===== config.mk =====
export PLATFORM = sky130hd
export DESIGN_NAME = timer_interrupt_control
export DESIGN_NICKNAME = d
export VERILOG_FILES = /design/src/common/timer_irq_pkg.sv /design/src/timer_interrupt_control.sv
export SDC_FILE = /design/constraint.sdc
export NUM_CORES = 1
export LEC_CHECK = 0
export BUFFER_PORTS_ARGS = -buffer_cell sky130_fd_sc_hd__buf_2
export CAP_MARGIN = 20
export CORE_UTILIZATION = 60
export CTS_CLUSTER_DIAMETER = 200
export CTS_CLUSTER_SIZE = 20
export DETAILED_ROUTE_END_ITERATION = 10
export GPL_ROUTABILITY_DRIVEN = 0
export PLACE_DENSITY = 0.88
export SLEW_MARGIN = 30
export SYNTH_ARGS = -nofsm -noshare
export SYNTH_HDL_FRONTEND = slang
export SYNTH_SLANG_ARGS = --single-unit

===== constraint.sdc =====
create_clock -name sys_clk -period 3.12 [get_ports sys_clk]
set_clock_uncertainty 0.2 [all_clocks]
set_input_delay 0.624 -clock sys_clk [delete_from_list [all_inputs] [get_ports sys_clk]]
set_output_delay 0.624 -clock sys_clk [all_outputs]
set_load 0.1 [all_outputs]

===== src/common/timer_irq_pkg.sv =====
package timer_irq_pkg;
   localparam logic [7:0] ADDR_TIMER_CTRL = 8'h88;
   localparam logic [7:0] ADDR_TIMER_MODE = 8'h89;
   localparam logic [7:0] ADDR_TA_LOW = 8'h8A;
   localparam logic [7:0] ADDR_TB_LOW = 8'h8B;
   localparam logic [7:0] ADDR_TA_HIGH = 8'h8C;
   localparam logic [7:0] ADDR_TB_HIGH = 8'h8D;
   localparam logic [7:0] ADDR_IRQ_ENABLE = 8'hA8;
   localparam logic [7:0] ADDR_IRQ_PRIO = 8'hB8;
   localparam logic [7:0] ENABLE_MASK = 8'h9F;
   localparam logic [7:0] PRIO_MASK = 8'h1F;
   localparam int BIT_ALL_EN = 7;
   localparam int NUM_SRC = 5;
   localparam int SRC_EXT_A = 0;
   localparam int SRC_TIMER_A = 1;
   localparam int SRC_EXT_B = 2;
   localparam int SRC_TIMER_B = 3;
   localparam int SRC_SERIAL = 4;
   localparam int TC_EXT_A_TYPE = 0;
   localparam int TC_EXT_A_PEND = 1;
   localparam int TC_EXT_B_TYPE = 2;
   localparam int TC_EXT_B_PEND = 3;
   localparam int TC_A_RUN = 4;
   localparam int TC_A_OVF = 5;
   localparam int TC_B_RUN = 6;
   localparam int TC_B_OVF = 7;
   localparam int TM_A_CT = 2;
   localparam int TM_A_GATE = 3;
   localparam int TM_B_CT = 6;
   localparam int TM_B_GATE = 7;
   localparam logic [1:0] MODE_13BIT = 2'h0;
   localparam logic [1:0] MODE_16BIT = 2'h1;
   localparam logic [1:0] MODE_RELOAD = 2'h2;
   localparam logic [1:0] MODE_SPLIT = 2'h3;
   localparam logic [15:0] VEC_EXT_A = 16'h0003;
   localparam logic [15:0] VEC_TIMER_A = 16'h000B;
   localparam logic [15:0] VEC_EXT_B = 16'h0013;
   localparam logic [15:0] VEC_TIMER_B = 16'h001B;
   localparam logic [15:0] VEC_SERIAL = 16'h0023;

   typedef struct packed {
      logic [7:0] addr;
      logic [7:0] wdata;
      logic wr;
      logic rd;
   } reg_req_s;

   typedef struct packed {
      logic take;
      logic [15:0] vector;
   } core_irq_s;

   typedef enum logic [1:0] {svc_none, svc_low, svc_high, svc_both} svc_e;

   typedef struct packed {
      logic [7:0] irq_enable_reg;
      logic [7:0] irq_priority_reg;
      logic [7:0] timer_ctrl_reg;
      logic [7:0] timer_mode_reg;
      logic [7:0] timer_a_low_byte;
      logic [7:0] timer_a_high_byte;
      logic [7:0] timer_b_low_byte;
      logic [7:0] timer_b_high_byte;
      logic ext_a_last;
      logic ext_b_last;
      logic count_a_last;
      logic count_b_last;
      svc_e svc;
      logic [7:0] rdata;
      logic take;
      logic [15:0] vector;
   } state_s;

   localparam state_s STATE_RESET = state_s'('0);
endpackage


===== src/timer_interrupt_control.sv =====
// The register offsets and the address-and-strobe port were chosen for this implementation.
`timescale 1ns/10ps
module timer_interrupt_control (
   input wire logic sys_clk,
   input wire logic arst_n,
   input wire timer_irq_pkg::reg_req_s reg_req,
   output logic [7:0] reg_rdata,
   input wire logic machine_tick,
   input wire logic insn_boundary,
   input wire logic svc_return,
   output timer_irq_pkg::core_irq_s core_irq,
   input wire logic ext_a_pin,
   input wire logic ext_b_pin,
   input wire logic count_a_pin,
   input wire logic count_b_pin,
   input wire logic rx_done_flag,
   input wire logic tx_done_flag
);
   import timer_irq_pkg::*;

   state_s st;
   state_s nx;
   logic fall_ext_a;
   logic fall_ext_b;
   logic fall_cnt_a;
   logic fall_cnt_b;
   logic split_a;
   logic inc_a;
   logic inc_b;
   logic inc_a_high;
   logic [16:0] step_a;
   logic [16:0] step_b;
   logic [8:0] ta_high_sum;
   logic ovf_a;
   logic ovf_b;
   logic [4:0] src;
   logic [4:0] cand;
   logic [4:0] high_c;
   logic [4:0] low_c;
   logic [2:0] high_idx;
   logic [2:0] low_idx;
   logic [2:0] win_idx;
   svc_e svc_now;
   logic accept_high;
   logic accept_low;
   logic accept;

   // mode 00 keeps the top three low-byte bits untouched
   function automatic logic [16:0] timer_step(
      input logic [1:0] mode,
      input logic [7:0] lo,
      input logic [7:0] hi,
      input logic inc
   );
      logic [8:0] lo_sum;
      logic [8:0] hi_sum;
      logic [5:0] pre_sum;
      logic [16:0] res;
      lo_sum = {1'b0, lo} + 9'h001;
      hi_sum = {1'b0, hi} + 9'h001;
      pre_sum = {1'b0, lo[4:0]} + 6'h01;
      res = {1'b0, hi, lo};
      if (inc) begin
         unique case (mode)
            MODE_13BIT: begin
               res[4:0] = pre_sum[4:0];
               if (pre_sum[5]) begin
                  res[15:8] = hi_sum[7:0];
                  res[16] = hi_sum[8];
               end
            end
            MODE_16BIT: begin
               res[7:0] = lo_sum[7:0];
               if (lo_sum[8]) begin
                  res[15:8] = hi_sum[7:0];
                  res[16] = hi_sum[8];
               end
            end
            MODE_RELOAD: begin
               res[7:0] = lo_sum[8] ? hi : lo_sum[7:0];
               res[16] = lo_sum[8];
            end
            MODE_SPLIT: begin
               res[7:0] = lo_sum[7:0];
               res[16] = lo_sum[8];
            end
         endcase
      end
      return res;
   endfunction

   function automatic logic [15:0] vector_of(input logic [2:0] idx);
      logic [15:0] v;
      unique case (idx)
         3'h0: v = VEC_EXT_A;
         3'h1: v = VEC_TIMER_A;
         3'h2: v = VEC_EXT_B;
         3'h3: v = VEC_TIMER_B;
         default: v = VEC_SERIAL;
      endcase
      return v;
   endfunction

   function automatic svc_e svc_pop(input svc_e s);
      svc_e r;
      unique case (s)
         svc_both: r = svc_low;
         svc_high: r = svc_none;
         svc_low: r = svc_none;
         svc_none: r = svc_none;
      endcase
      return r;
   endfunction

   always_comb begin
      nx = st;
      nx.take = 1'b0;
      nx.rdata = 8'h00;
      nx.ext_a_last = ext_a_pin;
      nx.ext_b_last = ext_b_pin;
      nx.count_a_last = count_a_pin;
      nx.count_b_last = count_b_pin;
      fall_ext_a = st.ext_a_last & ~ext_a_pin;
      fall_ext_b = st.ext_b_last & ~ext_b_pin;
      fall_cnt_a = st.count_a_last & ~count_a_pin;
      fall_cnt_b = st.count_b_last & ~count_b_pin;
      split_a = st.timer_mode_reg[1:0] == MODE_SPLIT;
      inc_a = st.timer_ctrl_reg[TC_A_RUN]
         && (!st.timer_mode_reg[TM_A_GATE] || ext_a_pin)
         && (st.timer_mode_reg[TM_A_CT] ? fall_cnt_a : machine_tick);
      // timer B holds in mode 11
      inc_b = st.timer_ctrl_reg[TC_B_RUN]
         && (!st.timer_mode_reg[TM_B_GATE] || ext_b_pin)
         && (st.timer_mode_reg[TM_B_CT] ? fall_cnt_b : machine_tick)
         && (st.timer_mode_reg[5:4] != MODE_SPLIT);
      // split high byte on timer B run
      inc_a_high = split_a && st.timer_ctrl_reg[TC_B_RUN] && machine_tick;
      step_a = timer_step(st.timer_mode_reg[1:0], st.timer_a_low_byte,
         st.timer_a_high_byte, inc_a);
      step_b = timer_step(st.timer_mode_reg[5:4], st.timer_b_low_byte,
         st.timer_b_high_byte, inc_b);
      ta_high_sum = {1'b0, st.timer_a_high_byte} + 9'h001;
      ovf_a = step_a[16];
      // timer B cannot flag while its flag is lent to the split high byte
      ovf_b = split_a ? (inc_a_high && ta_high_sum[8]) : step_b[16];
      nx.timer_a_low_byte = step_a[7:0];
      if (split_a) begin
         nx.timer_a_high_byte = inc_a_high ? ta_high_sum[7:0] : st.timer_a_high_byte;
      end else begin
         nx.timer_a_high_byte = step_a[15:8];
      end
      nx.timer_b_low_byte = step_b[7:0];
      nx.timer_b_high_byte = step_b[15:8];

      // serial request is the OR of both done flags
      src = {rx_done_flag | tx_done_flag,
         st.timer_ctrl_reg[TC_B_OVF], st.timer_ctrl_reg[TC_EXT_B_PEND],
         st.timer_ctrl_reg[TC_A_OVF], st.timer_ctrl_reg[TC_EXT_A_PEND]};
      cand = src & st.irq_enable_reg[4:0] & {5{st.irq_enable_reg[BIT_ALL_EN]}};
      high_c = cand & st.irq_priority_reg[4:0];
      low_c = cand & ~st.irq_priority_reg[4:0];
      high_idx = 3'h0;
      low_idx = 3'h0;
      // lowest index wins within a level
      for (int i = NUM_SRC - 1; i >= 0; i--) begin
         if (high_c[i]) begin
            high_idx = 3'(i);
         end
         if (low_c[i]) begin
            low_idx = 3'(i);
         end
      end
      svc_now = svc_return ? svc_pop(st.svc) : st.svc;
      // only a higher level may nest
      accept_high = insn_boundary && (|high_c)
         && (svc_now != svc_high) && (svc_now != svc_both);
      accept_low = insn_boundary && !accept_high && (|low_c)
         && (svc_now == svc_none);
      accept = accept_high || accept_low;
      win_idx = accept_high ? high_idx : low_idx;
      nx.svc = svc_now;
      if (accept_high) begin
         nx.svc = (svc_now == svc_low) ? svc_both : svc_high;
      end else if (accept_low) begin
         nx.svc = svc_low;
      end
      if (accept) begin
         nx.take = 1'b1;
         nx.vector = vector_of(win_idx);
      end

      if (reg_req.wr) begin
         unique case (reg_req.addr)
            ADDR_IRQ_ENABLE: nx.irq_enable_reg = reg_req.wdata & ENABLE_MASK;
            ADDR_IRQ_PRIO: nx.irq_priority_reg = reg_req.wdata & PRIO_MASK;
            ADDR_TIMER_CTRL: nx.timer_ctrl_reg = reg_req.wdata;
            ADDR_TIMER_MODE: nx.timer_mode_reg = reg_req.wdata;
            ADDR_TA_LOW: nx.timer_a_low_byte = reg_req.wdata;
            ADDR_TA_HIGH: nx.timer_a_high_byte = reg_req.wdata;
            ADDR_TB_LOW: nx.timer_b_low_byte = reg_req.wdata;
            ADDR_TB_HIGH: nx.timer_b_high_byte = reg_req.wdata;
            default: nx.irq_enable_reg = nx.irq_enable_reg;
         endcase
      end

      // hardware clear on service, serial flags untouched
      if (accept) begin
         unique case (win_idx)
            3'h0: nx.timer_ctrl_reg[TC_EXT_A_PEND] = 1'b0;
            3'h1: nx.timer_ctrl_reg[TC_A_OVF] = 1'b0;
            3'h2: nx.timer_ctrl_reg[TC_EXT_B_PEND] = 1'b0;
            3'h3: nx.timer_ctrl_reg[TC_B_OVF] = 1'b0;
            default: nx.svc = nx.svc;
         endcase
      end

      // set after clear so an event in the clearing cycle survives
      // overflow sets flag
      if (ovf_a) begin
         nx.timer_ctrl_reg[TC_A_OVF] = 1'b1;
      end
      if (ovf_b) begin
         nx.timer_ctrl_reg[TC_B_OVF] = 1'b1;
      end
      // level mode follows the pin, edge mode latches falls
      if (!st.timer_ctrl_reg[TC_EXT_A_TYPE]) begin
         nx.timer_ctrl_reg[TC_EXT_A_PEND] = ~ext_a_pin;
      end else if (fall_ext_a) begin
         nx.timer_ctrl_reg[TC_EXT_A_PEND] = 1'b1;
      end
      if (!st.timer_ctrl_reg[TC_EXT_B_TYPE]) begin
         nx.timer_ctrl_reg[TC_EXT_B_PEND] = ~ext_b_pin;
      end else if (fall_ext_b) begin
         nx.timer_ctrl_reg[TC_EXT_B_PEND] = 1'b1;
      end

      if (reg_req.rd) begin
         unique case (reg_req.addr)
            ADDR_IRQ_ENABLE: nx.rdata = st.irq_enable_reg & ENABLE_MASK;
            ADDR_IRQ_PRIO: nx.rdata = st.irq_priority_reg & PRIO_MASK;
            ADDR_TIMER_CTRL: nx.rdata = st.timer_ctrl_reg;
            ADDR_TIMER_MODE: nx.rdata = st.timer_mode_reg;
            ADDR_TA_LOW: nx.rdata = st.timer_a_low_byte;
            ADDR_TA_HIGH: nx.rdata = st.timer_a_high_byte;
            ADDR_TB_LOW: nx.rdata = st.timer_b_low_byte;
            ADDR_TB_HIGH: nx.rdata = st.timer_b_high_byte;
            default: nx.rdata = 8'h00;
         endcase
      end
   end

   always_ff @(posedge sys_clk or negedge arst_n) begin
      if (!arst_n) begin
         st <= STATE_RESET;
      end else begin
         st <= nx;
      end
   end

   assign reg_rdata = st.rdata;
   assign core_irq = '{take: st.take, vector: st.vector};
endmodule


# Word level (Yosys, flattened, before mapping)
# Index checks and enable logic that the tools add are counted.
dict set report op_classes {
  addsub 6
  n_eq_ne 24
  n_mux 62
  bitwise 14
  n_reduce_logical 36
}
# cell count
set op_table {}
lappend op_table {{$mux W8} 11}
lappend op_table {{$eq A8 B8 Y1 const B} 8}
lappend op_table {{$pmux W8 S8} 1}
lappend op_table {{$mux W17} 3}
lappend op_table {{$mux W48} 1}
lappend op_table {{$add A8 B1 Y9 const B} 4}
lappend op_table {{$mux W9} 4}
lappend op_table {{$mux W3} 11}
lappend op_table {{$pmux W8 S2} 2}
lappend op_table {{$pmux W5 S3} 2}
lappend op_table {{$pmux W6 S4} 1}
lappend op_table {{$and A5 B5 Y5} 4}
lappend op_table {{$mux W1} 18}
lappend op_table {{$logic_and A1 B1 Y1} 14}
lappend op_table {{$add A5 B1 Y6 const B} 2}
lappend op_table {{$eq A2 B2 Y1 const B} 6}
lappend op_table {{$pmux W3 S2} 2}
lappend op_table {{$reduce_or A5 Y1} 2}
lappend op_table {{$eq A2 B1 Y1 const B} 4}
lappend op_table {{$logic_not A2 Y1} 4}
lappend op_table {{$reduce_and A2 Y1} 4}
lappend op_table {{$reduce_or A2 Y1} 4}
lappend op_table {{$eq A3 B2 Y1 const B} 2}
lappend op_table {{$mux W2} 3}
lappend op_table {{other kinds (12)} 25}
dict set report word_totals {
  reg_bits 90
  out_inout_bits 25
  word_cells 159
}

# Longest topological paths before layout
dict set report logic_depth {
  depth_word 16
  ltp_mapped 9
}

# Worst setup path after synthesis
# Ideal clock, no wire load.
dict set report synth_path {
  path_type {input to register}
  startpoint {input reg_req[14] in the netlist's numbering}
  endpoint {register st[66] in the netlist's numbering}
  arrival_ps 2331
  slack_ps 464
  stages 7
  path_buffers 3
  cell_sequence {buf_6 > or4b_4 > nor3b_2 > buf_4 > and4b_4 > buf_6 > mux2_4}
}
dict set report synth_via {
  elab_chain_cells 2
}
# element line
set synth_lines {}
lappend synth_lines {{start: declaration} timer_interrupt_control.sv:6} ;# input wire timer_irq_pkg::reg_req_s reg_req,
lappend synth_lines {{$eq A8 B8 Y1} timer_interrupt_control.sv:193} ;# unique case (reg_req.addr)
lappend synth_lines {{$reduce_and A2 Y1 (no line)} --}
lappend synth_lines {{end signal: assignment} timer_interrupt_control.sv:256} ;# st <= nx;
lappend synth_lines {{end: declaration} timer_interrupt_control.sv:21} ;# state_s st;
# No other way between the ends.
# A chain may end at the register's enable or synchronous reset.

==> reports/qor.csv <==
stage,metric,value,unit
cts,clk_latency,0.36,ns
global_route,antenna_found_initial,0,
worst_setup_path,critical_path.max_stage_delay,0.45,ns
worst_setup_path,crit_arrival,2.64,ns
worst_setup_path,reg2reg_to,st[36],
worst_setup_path,cp.depth,7,
logic_synthesis,postSynthCellCount,551,
route,viasPerCell,6.717,
sta,period_share,0.8345,
logic_synthesis,ys_async_sr_fraction,1.000,
worst_setup_path,cp_top_family,simple AND/OR/NAND/NOR gates,
layout,fin_util,0.6598,
global_route,grt_pass1_wl,22050,microns
layout,fillers,649,
sta,min_period,2.604,ns
sta,relSlewSlack,0.4017,
global_route,grt.total_usage,0.3316,
cts,htreeDepth,3,
sta,rsz0062_at_grt,false,
worst_setup_path,rr_startpoint,st[39],
route,vias,4574,
logic_synthesis,yosys-top-cells-area,"dfrtp_1 (39%), mux2_2 (6.2%), a21oi_1 (4.6%), buf_4 (4.1%), nand2_1 (3.3%)",
worst_setup_path,crit_slowest_cell,dfrtp_1,
logic_synthesis,syn_area,5067,sq um
floorplanning,core-area,8175,sq um
route,ant_nets,0,
worst_setup_path,cp_max_fo,8,
sta,final-hold-violation-count,0,
layout,diodes,0,
sta,fin_setup_tns,0,ns
logic_synthesis,ys_types,70,
outcome,outcome,completed,
floorplanning,fp.dieW,93.90,microns
worst_setup_path,crit_buf_inv,0,
sta,worst_pin_slew,0.8898,ns
cts,postCtsSetupRepairBufs,0,
cts,cts_hold_buf,0,
power,peakVddDrop,255.1,uV
worst_setup_path,worst_setup_path_end_kind,flip-flop,
floorplanning,rows,33,
sta,drv_slew,0,
route,drcViolationCount,0,
layout,final_common_cell,dfrtp_1,
worst_setup_path,crit_end,st[36],
floorplanning,start_util,0.6198,
logic_synthesis,synth_warnings,0,
placed_design,dpl_worst_slack,0.2509,ns
route,drt_first_pass_iters,9,
sta,fmax,384.1,MHz
route,drtIter0Drc,487,
sta,setup_viol,0,
global_route,grt_max_degree,79,
route,wl,13620,microns
layout,final_cell_mix,"dfrtp_1 (78), a21oi_1 (47), nor2_1 (45), nand2_1 (45), buf_2 (41)",
sta,fin_ws,0.5163,ns
worst_setup_path,required,3.15,ns
logic_synthesis,synth_edf_count,0,
layout,layout.nets,605,
global_route,grt_pass1_vias,4271,
logic_synthesis,synth_seq_cells,78,
cts,cts_made_buffers,9,
logic_synthesis,syn_area_per_cell,9.197,sq um
placed_design,port_buffers,42,
placed_design,hpwl,9552,microns
sta,holdWs,0.09082,ns
power,power_density,484.0,nW/um^2
logic_synthesis,synth_largest_area_cell,dfrtp_1,
floorplanning,io_pins,54,
cts,cts.sinks,78,
worst_setup_path,worstPathCellList,ha_1 -> nand4_2 -> or3_1 -> a211o_1 -> nor3_1 -> xnor2_1 -> a21oi_1,
logic_synthesis,synth_flop_cell,dfrtp_1,
cts,tritoncts,done,
hold_path,hold_path_class,input pin to asynchronous set/reset pin,
power,power,2.611,mW
cts,cts_resized,0,
global_route,grt_overflow,0,
run,drv_cap,0,
worst_setup_path,start_kind,flip-flop,
floorplanning,dieArea,8817,sq um
cts,clk_pin_slew,0.08,ns
floorplanning,dieHeight,93.90,microns
cts,ctsLongestPathBuffers,2,
logic_synthesis,synth.top_cell.area_share,0.3852,
worst_setup_path,worstSetupPathType,flip-flop to flip-flop,
cts,cts-root-buf,clkbuf_8,
logic_synthesis,synth_seq_area_share,0.3852,
worst_setup_path,startpoint,st[39],
layout,drive_gt1_frac,0.1962,
worst_setup_path,rrSetupSlack,0.52,ns
layout,area_growth,6.444,%
power,p_leak,2.372,nW
route,wire_per_inst,20.00,microns
worst_setup_path,rr_worst_depth,7,
[worst min-delay path by stage]
| stage | from | end | slack (ns) | depth (start not counted) |
|---|---|---|---|---|
| after floorplan | arst_n | core_irq[16] | 0.13 | 0 |
| final | arst_n | st[25] | 0.09 | 1 |
| after global routing | arst_n | st[33] | 0.16 | 1 |
| after detailed placement | core_irq[1] | core_irq[1] | 0.27 | 1 |
| after global placement | core_irq[1] | core_irq[1] | 0.27 | 1 |
| after CTS | count_b_pin | st[27] | 0.18 | 1 |
[layout make-up]
type                       count  area [sq um]  area share
inverter                      19         71.32     0.01322
clock buffer                  12         165.2     0.03062
timing repair buffer          47         254.0     0.04709
clock inverter                 3         42.54    0.007887
tap                          105         131.4     0.02436
multi-input combinational    417          2778      0.5150
sequential                    78          1952      0.3619
[routing by layer]
metal,vias to the layer above,routed length [microns],global-route usage
met2,321,6015,0.5091
met5,-,0,0
li1,2025,-,-
met3,68,1434,0.07120
met1,2160,5447,0.4348
met4,0,721,0.1833
[through the flow]
stage          std cells  area [sq um]
2_1_floorplan        561          5105
3_3_place_gp         666          5182
3_5_place_dp         666          5182
4_1_cts              681          5390
5_1_grt              681          5394
6_report             681          5394
[cells by family after synthesis]
kind of cell,synth area share
other,0.0007400
AOI/OAI and AO/OA,0.1877
DFF,0.3852
adders and majority gates,0.009877
muxes,0.1096
and+or+nand+nor,0.1931
xor gates and xnor gates,0.03975
buffers and inverters,0.07407
[report_power, final]
part	internal, mW	switching, mW	leakage (nW)
logic	0.201	0.326	1.26
registers	1.11	0.183	1.01
clock network	0.429	0.365	0.104
[state kept, by name, indices dropped and copies added, names as in the netlist]
register and cells:
src 4, core_irq 5, st 61, reg_rdata 8
[cell usage after synthesis (4+ instances only)]
cell type	count
dfrtp_1	78
a21oi_1	47
nand2_1	45
nor2_1	45
o21ai_0	33
buf_4	28
mux2_2	28
nand3_1	20
inv_1	19
mux2i_1	15
xnor2_1	15
clkbuf_1	11
nor3_1	11
o211ai_1	10
xor2_1	8
a22oi_1	7
and3_1	7
nand4_1	7
buf_2	6
nor2b_1	6
o31ai_1	6
a222oi_1	5
o21a_1	5
o22ai_1	5
a22o_1	4
and2_1	4
ha_1	4
nand2b_1	4
or2_2	4
Note: power is estimated with default switching activity, not from simulation.
